### config.mk
export PLATFORM = sky130hd
export DESIGN_NAME = dcw_decoder
export DESIGN_NICKNAME = d
export VERILOG_FILES = /design/src/hw/dcw_pkg.sv /design/src/hw/dcw_decoder.sv /design/src/hw/dcw_edge.sv
export VERILOG_INCLUDE_DIRS = /design/src /design/src/hw
export SDC_FILE = /design/constraint.sdc
export NUM_CORES = 1
export LEC_CHECK = 0
export BUFFER_PORTS_ARGS = -buffer_cell sky130_fd_sc_hd__buf_2
export CORE_UTILIZATION = 52
export CTS_CLUSTER_SIZE = 10
export DETAILED_ROUTE_END_ITERATION = 12
export GPL_TIMING_DRIVEN = 0
export PLACE_DENSITY = 0.84
export SETUP_SLACK_MARGIN = 0.2
export SYNTH_ARGS = -nofsm -noshare
export SYNTH_HDL_FRONTEND = slang
export SYNTH_SLANG_ARGS = --single-unit
### constraint.sdc
create_clock -name i_ref_clk -period 2.65 [get_ports i_ref_clk]
set_input_delay 0.265 -clock i_ref_clk [delete_from_list [all_inputs] [get_ports i_ref_clk]]
set_output_delay 0.265 -clock i_ref_clk [all_outputs]
set_load 0.03 [all_outputs]
### src/hw/dcw_cfg.svh
// Bit positions, widths and reset values of the drive command word decoder
`ifndef DCW_CFG_SVH
`define DCW_CFG_SVH

`define DCW_WORD_W       16
`define DCW_WORD_RST     16'h0000

`define DCW_BIT_ON       0
`define DCW_BIT_COAST    1
`define DCW_BIT_QSTOP    2
`define DCW_BIT_ENOP     3
`define DCW_BIT_RFG_EN   4
`define DCW_BIT_RFG_RUN  5
`define DCW_BIT_SP_EN    6
`define DCW_BIT_ACK      7
`define DCW_BIT_REMOTE   10
`define DCW_BIT_REVERSE  11
`define DCW_BIT_MOP_UP   13
`define DCW_BIT_MOP_DN   14
`define DCW_BIT_CDS      15

`endif

### src/hw/dcw_pkg.sv
// Types shared by the drive command word decoder
package dcw_pkg;

    typedef enum logic [2:0] {
        DCW_S_INHIBIT  = 3'b000,
        DCW_S_READY_ON = 3'b001,
        DCW_S_READY    = 3'b010,
        DCW_S_RUN      = 3'b011,
        DCW_S_RAMPDOWN = 3'b100,
        DCW_S_QUICK    = 3'b101,
        DCW_S_FAULT    = 3'b110
    } dcw_state_t;

    typedef enum logic [1:0] {
        DCW_RAMP_HOLD  = 2'b00,
        DCW_RAMP_UP    = 2'b01,
        DCW_RAMP_DOWN  = 2'b10,
        DCW_RAMP_QUICK = 2'b11
    } dcw_ramp_t;

    typedef struct packed {
        dcw_ramp_t ramp_sel;
        logic      zero;
        logic      freeze;
    } dcw_rfg_ctrl_t;

    typedef struct packed {
        logic up;
        logic down;
    } dcw_mop_t;

endpackage
### src/hw/dcw_decoder.sv
// Drive command word decoder: on/off sequencing, ramp and setpoint commands
`include "dcw_cfg.svh"

module dcw_decoder #(
    parameter int W = `DCW_WORD_W
) (
    input  wire logic                  i_ref_clk,
    input  wire logic                  i_rst_n,
    input  wire logic                  i_word_valid,
    input  wire logic [W-1:0]          i_word,
    input  wire logic                  i_tlg20,
    input  wire logic                  i_fault,
    input  wire logic                  i_standstill,
    output dcw_pkg::dcw_state_t        o_drive_state,
    output logic                       o_pulse_en,
    output dcw_pkg::dcw_rfg_ctrl_t     o_rfg,
    output logic                       o_sp_invert,
    output dcw_pkg::dcw_mop_t          o_mop,
    output logic                       o_cds_sel,
    output logic                       o_fault_ack,
    output logic                       o_remote_ctrl,
    output logic [W-1:0]               o_received_word_bits
);

    // Switch-on needs neither coast stop nor quick stop pending
    function automatic logic run_ok(input logic [W-1:0] w);
        run_ok = w[`DCW_BIT_COAST] & w[`DCW_BIT_QSTOP];
    endfunction

    logic [W-1:0]           cmd_w;
    logic [W-1:0]           cmd_rise;
    logic                   word_load;

    dcw_pkg::dcw_state_t    state_r;
    dcw_pkg::dcw_state_t    state_nxt;
    logic                   pulse_r;
    logic                   pulse_nxt;
    dcw_pkg::dcw_rfg_ctrl_t rfg_r;
    dcw_pkg::dcw_rfg_ctrl_t rfg_nxt;
    logic                   invert_r;
    logic                   invert_nxt;
    dcw_pkg::dcw_mop_t      mop_r;
    dcw_pkg::dcw_mop_t      mop_nxt;
    logic                   mop_map_r;
    logic                   mop_map_nxt;
    logic                   cds_r;
    logic                   cds_nxt;
    logic                   ack_r;
    logic                   ack_nxt;
    logic                   remote_r;
    logic                   remote_nxt;

    // A word without the remote-control bit leaves the held command untouched
    assign word_load = i_word_valid & i_word[`DCW_BIT_REMOTE];

    dcw_edge #(
        .W (W)
    ) u_edge (
        .i_ref_clk (i_ref_clk),
        .i_rst_n   (i_rst_n),
        .i_load    (word_load),
        .i_word    (i_word),
        .o_word    (cmd_w),
        .o_rise    (cmd_rise)
    );

    // Bits 8, 9 and 12 are never read below

    // On/off sequencing
    always_comb
    begin
        state_nxt = state_r;
        if (!cmd_w[`DCW_BIT_COAST])
        begin
            state_nxt = dcw_pkg::DCW_S_INHIBIT;
        end
        else if (i_fault)
        begin
            state_nxt = dcw_pkg::DCW_S_FAULT;
        end
        else
        begin
            unique case (state_r)
                dcw_pkg::DCW_S_INHIBIT:
                begin
                    if (!cmd_w[`DCW_BIT_ON] && run_ok(cmd_w))
                        state_nxt = dcw_pkg::DCW_S_READY_ON;
                end
                dcw_pkg::DCW_S_READY_ON:
                begin
                    if (cmd_rise[`DCW_BIT_ON] && run_ok(cmd_w))
                        state_nxt = cmd_w[`DCW_BIT_ENOP] ? dcw_pkg::DCW_S_RUN : dcw_pkg::DCW_S_READY;
                end
                dcw_pkg::DCW_S_READY:
                begin
                    if (!cmd_w[`DCW_BIT_ON])
                        state_nxt = dcw_pkg::DCW_S_READY_ON;
                    else if (!cmd_w[`DCW_BIT_QSTOP])
                        state_nxt = dcw_pkg::DCW_S_INHIBIT;
                    else if (cmd_w[`DCW_BIT_ENOP])
                        state_nxt = dcw_pkg::DCW_S_RUN;
                end
                dcw_pkg::DCW_S_RUN:
                begin
                    if (!cmd_w[`DCW_BIT_ENOP])
                        state_nxt = dcw_pkg::DCW_S_READY;
                    else if (!cmd_w[`DCW_BIT_QSTOP])
                        state_nxt = dcw_pkg::DCW_S_QUICK;
                    else if (!cmd_w[`DCW_BIT_ON])
                        state_nxt = dcw_pkg::DCW_S_RAMPDOWN;
                end
                dcw_pkg::DCW_S_RAMPDOWN:
                begin
                    if (!cmd_w[`DCW_BIT_ENOP])
                        state_nxt = dcw_pkg::DCW_S_READY_ON;
                    else if (!cmd_w[`DCW_BIT_QSTOP])
                        state_nxt = dcw_pkg::DCW_S_QUICK;
                    else if (i_standstill)
                        state_nxt = dcw_pkg::DCW_S_READY_ON;
                    else if (cmd_rise[`DCW_BIT_ON])
                        state_nxt = dcw_pkg::DCW_S_RUN;
                end
                dcw_pkg::DCW_S_QUICK:
                begin
                    if (!cmd_w[`DCW_BIT_ENOP] || i_standstill)
                        state_nxt = dcw_pkg::DCW_S_INHIBIT;
                end
                dcw_pkg::DCW_S_FAULT:
                begin
                    // ON still held after the acknowledge forces a fresh OFF/ON cycle
                    if (cmd_rise[`DCW_BIT_ACK])
                        state_nxt = (cmd_w[`DCW_BIT_ON] || !run_ok(cmd_w)) ?
                                    dcw_pkg::DCW_S_INHIBIT : dcw_pkg::DCW_S_READY_ON;
                end
                default:
                begin
                    state_nxt = dcw_pkg::DCW_S_INHIBIT;
                end
            endcase
        end
    end

    always_ff @(posedge i_ref_clk)
    begin
        if (!i_rst_n)
            state_r <= dcw_pkg::DCW_S_INHIBIT;
        else
            state_r <= state_nxt;
    end

    // Power stage and ramp generator commands
    always_comb
    begin
        pulse_nxt = (state_nxt == dcw_pkg::DCW_S_RUN) ||
                    (state_nxt == dcw_pkg::DCW_S_RAMPDOWN) ||
                    (state_nxt == dcw_pkg::DCW_S_QUICK);
        unique case (state_nxt)
            dcw_pkg::DCW_S_RUN:
                rfg_nxt.ramp_sel = cmd_w[`DCW_BIT_SP_EN] ?
                                   dcw_pkg::DCW_RAMP_UP : dcw_pkg::DCW_RAMP_DOWN;
            dcw_pkg::DCW_S_RAMPDOWN:
                rfg_nxt.ramp_sel = dcw_pkg::DCW_RAMP_DOWN;
            dcw_pkg::DCW_S_QUICK:
                rfg_nxt.ramp_sel = dcw_pkg::DCW_RAMP_QUICK;
            default:
                rfg_nxt.ramp_sel = dcw_pkg::DCW_RAMP_HOLD;
        endcase
        // Without pulses the ramp output is meaningless, so it is held at zero
        rfg_nxt.zero   = !cmd_w[`DCW_BIT_RFG_EN] || !pulse_nxt;
        rfg_nxt.freeze = !cmd_w[`DCW_BIT_RFG_RUN];
    end

    always_ff @(posedge i_ref_clk)
    begin
        if (!i_rst_n)
        begin
            pulse_r <= 1'b0;
            rfg_r   <= '{ramp_sel: dcw_pkg::DCW_RAMP_HOLD, zero: 1'b1, freeze: 1'b0};
        end
        else
        begin
            pulse_r <= pulse_nxt;
            rfg_r   <= rfg_nxt;
        end
    end

    // Setpoint, potentiometer, command set and acknowledge
    always_comb
    begin
        invert_nxt  = cmd_w[`DCW_BIT_REVERSE];
        // Entering telegram 20 keeps whatever use bits 13/14 had before
        mop_map_nxt = !i_tlg20 | mop_map_r;
        mop_nxt.up   = mop_map_nxt & cmd_w[`DCW_BIT_MOP_UP];
        mop_nxt.down = mop_map_nxt & cmd_w[`DCW_BIT_MOP_DN];
        cds_nxt     = i_tlg20 & cmd_w[`DCW_BIT_CDS];
        ack_nxt     = cmd_rise[`DCW_BIT_ACK];
        remote_nxt  = i_word_valid ? i_word[`DCW_BIT_REMOTE] : remote_r;
    end

    always_ff @(posedge i_ref_clk)
    begin
        if (!i_rst_n)
        begin
            invert_r  <= 1'b0;
            mop_map_r <= 1'b0;
            mop_r     <= '0;
            cds_r     <= 1'b0;
            ack_r     <= 1'b0;
            remote_r  <= 1'b0;
        end
        else
        begin
            invert_r  <= invert_nxt;
            mop_map_r <= mop_map_nxt;
            mop_r     <= mop_nxt;
            cds_r     <= cds_nxt;
            ack_r     <= ack_nxt;
            remote_r  <= remote_nxt;
        end
    end

    assign o_drive_state        = state_r;
    assign o_pulse_en           = pulse_r;
    assign o_rfg                = rfg_r;
    assign o_sp_invert          = invert_r;
    assign o_mop                = mop_r;
    assign o_cds_sel            = cds_r;
    assign o_fault_ack          = ack_r;
    assign o_remote_ctrl        = remote_r;
    assign o_received_word_bits = cmd_w;
endmodule // dcw_decoder

### src/hw/dcw_edge.sv
// Received command word register with per-bit rising edge pulses
`include "dcw_cfg.svh"

module dcw_edge #(
    parameter int W = `DCW_WORD_W
) (
    input  wire logic         i_ref_clk,
    input  wire logic         i_rst_n,
    input  wire logic         i_load,
    input  wire logic [W-1:0] i_word,
    output logic      [W-1:0] o_word,
    output logic      [W-1:0] o_rise
);

    logic [W-1:0] word_r;
    logic [W-1:0] word_nxt;
    logic [W-1:0] rise_r;
    logic [W-1:0] rise_nxt;

    // Edges are taken against the previous word, so one word gives one pulse
    for (genvar b = 0; b < W; b++)
    begin : g_bit
        always_comb
        begin
            word_nxt[b] = i_load ? i_word[b] : word_r[b];
            rise_nxt[b] = i_load & i_word[b] & ~word_r[b];
        end
    end

    always_ff @(posedge i_ref_clk)
    begin
        if (!i_rst_n)
        begin
            word_r <= W'(`DCW_WORD_RST);
            rise_r <= '0;
        end
        else
        begin
            word_r <= word_nxt;
            rise_r <= rise_nxt;
        end
    end

    assign o_word = word_r;
    assign o_rise = rise_r;

endmodule // dcw_edge

==> impl_metrics.py <==
metrics = {
    "detailed_routing": {
        "viasPerCell": 5.33,
        "antenna_left": 0,
        "wire_per_inst_um": 12.8,
        "routed_wl_mm": 3.11,
        "drc": 0,
        "dr.pass1.iters": 4,
        "drt_iter0_drc": 46,
        "vias": 1294,
    },
    "cts": {
        "path_clk_slew_ps": 100,
        "tritoncts": "done",
        "root_buffer": "clkbuf_4",
        "clock_path_buffers": 2,
        "cts_buffers": 5,
        "ctsHoldBuffers": 0,
        "ctsResizeCount": 0,
        "clk_latency_ps": 330,
        "post_cts_buffers": 0,
        "clkSinkCount": 33,
        "htreeDepth": 2,
    },
    "floorplan": {
        "rows": 18,
        "die_w_um": 54.1,
        "coreArea_um2": 2520,
        "die_y_um": 54.1,
        "io_pins": 52,
        "start_util": 0.559,
        "fp.dieArea_um2": 2920,
    },
    "yosys": {
        "syn_area_um2": 1410,
        "ys_ff_latch": 33,
        "synth-async-reset-ratio": 0,
        "yosysTopAreaCell": "dfxtp_1",
        "ys_seq_area_frac": 0.469,
        "synth_warnings": 0,
        "ys.flop_type": "dfxtp_1",
        "ys_top_cells_by_count": "38 x nand2_1, 33 x dfxtp_1, 17 x a21boi_0",
        "ys_types": 37,
        "avgSynthCellArea_um2": 9.09,
        "netlist_instances": 155,
        "syn_nets": 177,
        "yosysTopAreaCellShare": 0.469,
        "synth_edf_count": 0,
        "synthTopCellsByArea": "dfxtp_1 47%, nand2_1 10%, a21boi_0 9.1%",
        "yosysMostFrequentCell": "nand2_1",
    },
    "worst_setup_path": {
        "cp-startpoint": "o_drive_state[0]$_SDFF_PN0_",
        "path_max_fanout": 10,
        "crit_cells": 6,
        "r2r_slack_ps": 790,
        "crit_type": "reg2reg",
        "slowest_stage": "nor4bb_1",
        "slowest_delay_ps": 380,
        "crit_path_cell_trace": "clkbuf_1, nor4bb_1, o211a_1, a311oi_2, nor3_4, o2bb2ai_1",
        "r2r-start": "o_drive_state[0]$_SDFF_PN0_",
        "worstSetupEndpointType": "flip-flop",
        "worstPathArrival_ps": 2110,
        "critical_path.startpoint_type": "flip-flop",
        "crit_buf_inv": 1,
        "required_ps": 2910,
        "critPathTopFamily": "simple AND/OR/NAND/NOR gates",
        "reg2reg_to": "o_rfg[3]$_SDFF_PN0_",
        "cp-endpoint": "o_rfg[3]$_SDFF_PN0_",
        "reg2regPathDepth": 6,
    },
    "global_route": {
        "grt_max_degree": 11,
        "grt_pass1_wl_mm": 4.97,
        "grt_pass1_vias": 1130,
        "antenna_found_initial": 0,
        "grt-ovfl-total": 0,
        "grtUsageTotal": 0.242,
    },
    "placed_design": {
        "dpl_cell_area_um2": 1700,
        "portBuffers": 50,
        "place_congestion": 0.898,
        "dp_cells": 235,
        "dp_slack_ps": 821,
        "hpwl_mm": 2.29,
    },
    "sta": {
        "period_minus_slack_ps": 1860,
        "clock_skew_ps": 7.35,
        "period_share": 0.701,
        "worstMarginPinSlew_ps": 439,
        "max_freq_mhz": 538,
        "setup_viol": 0,
        "tns_ps": 0,
        "worst_slack_ps": 791,
        "timing.hold.ws_ps": 172,
        "rsz0062_at_grt": "no",
        "finalHoldViolCount": 0,
        "max_slew_margin": 0.707,
        "maxSlewViolCount": 0,
    },
    "power_and_ir_drop": {
        "combPwrFrac": 0.112,
        "leakagePower_nw": 0.803,
        "swShare": 0.242,
        "intPower_mw": 0.780,
        "p_clk_frac": 0.379,
        "ir_drop_mv": 0.504,
        "switching_power_mw": 0.249,
        "power_density_nw_per_um2": 578,
        "p_total_mw": 1.03,
        "p_seq_frac": 0.509,
    },
    "final_layout": {
        "syn_to_final_growth_pct": 26.5,
        "regArea_um2": 661,
        "multi_input_area_um2": 679,
        "drive_gt1_frac": 0.315,
        "fin_area_um2": 1780,
        "nFillCells": 203,
        "antenna_cells": 0,
        "final_net_count": 234,
        "fin_cells": 243,
        "post-route-util": 0.706,
    },
    "status": {
        "status": "completed",
    },
    "hold_path": {
        "hold_class": "in2reg",
    },
    "job": {
        "cap_violations": 0,
    },
}
[area by class of cell]
cell class                 count  share of cell area
inverter                       3             0.00632
timing repair buffer          50               0.140
clock buffer                   7              0.0309
tap                           30              0.0211
sequential                    33               0.371
multi-input combinational    107               0.381
clock inverter                 1              0.0169
buffer                        12              0.0323
[power groups by stage]
| stage | Combinational [mW] | Clock (mW) | Sequential (mW) |
|---|---|---|---|
| floorplan | 0.0422 | 0 | 0.565 |
| global placement | 0.112 | 0 | 0.534 |
| detailed placement | 0.116 | 0 | 0.535 |
| CTS | 0.116 | 0.396 | 0.524 |
| global route | 0.126 | 0.416 | 0.526 |
| finish | 0.116 | 0.390 | 0.524 |
[cell families after synthesis]
logic type	share of synthesized area
AO/OA/AOI/OAI	0.212
flip-flops	0.469
multiplexers	0.00711
AND/OR/NAND/NOR	0.263
buffers and inverters	0.0488
[registers in the layout, summed over array words and instances, names as in the netlist, 2 cells and up]
name,cells
u_edge.o_word,16
o_rfg,4
o_mop,2
u_edge.o_rise,2
o_drive_state,3
[worst min-delay path, cell delays in order]
cell and delay, ps:
buf_2 90, nand2_1 40, a21boi_0 60
[per-layer routing]
metal  wire length, um  global-route usage
met2              1480               0.391
met1              1400               0.296
met3               205              0.0847
met5                 0                   0
met4                31              0.0897
[layout by cell type (no fill, tap or decap), drive strengths merged, types with 8 or more instances in the layout]
cell	synthesis	final
buf	5	55
nand2	38	38
dfxtp	33	33
a21boi	17	17
clkbuf	7	14
and2	8	8
[worst min path at each step]
stage          cells after the start                           from  slack (ps)                              to
2_1_floorplan                      2                        i_fault         400     o_drive_state[1]$_SDFF_PN0_
4_1_cts                            3                     i_word[11]         160  u_edge.o_word[11]$_SDFFE_PN0P_
3_5_place_dp                       1  u_edge.o_word[7]$_SDFFE_PN0P_         430     u_edge.o_rise[7]$_SDFF_PN0_
5_1_grt                            3                      i_word[5]         170   u_edge.o_word[5]$_SDFFE_PN0P_
3_3_place_gp                       1  u_edge.o_word[5]$_SDFFE_PN0P_         430             o_rfg[0]$_SDFF_PN0_
6_report                           3                     i_word[11]         170  u_edge.o_word[11]$_SDFFE_PN0P_
Note: power is estimated with default switching activity, not from simulation.
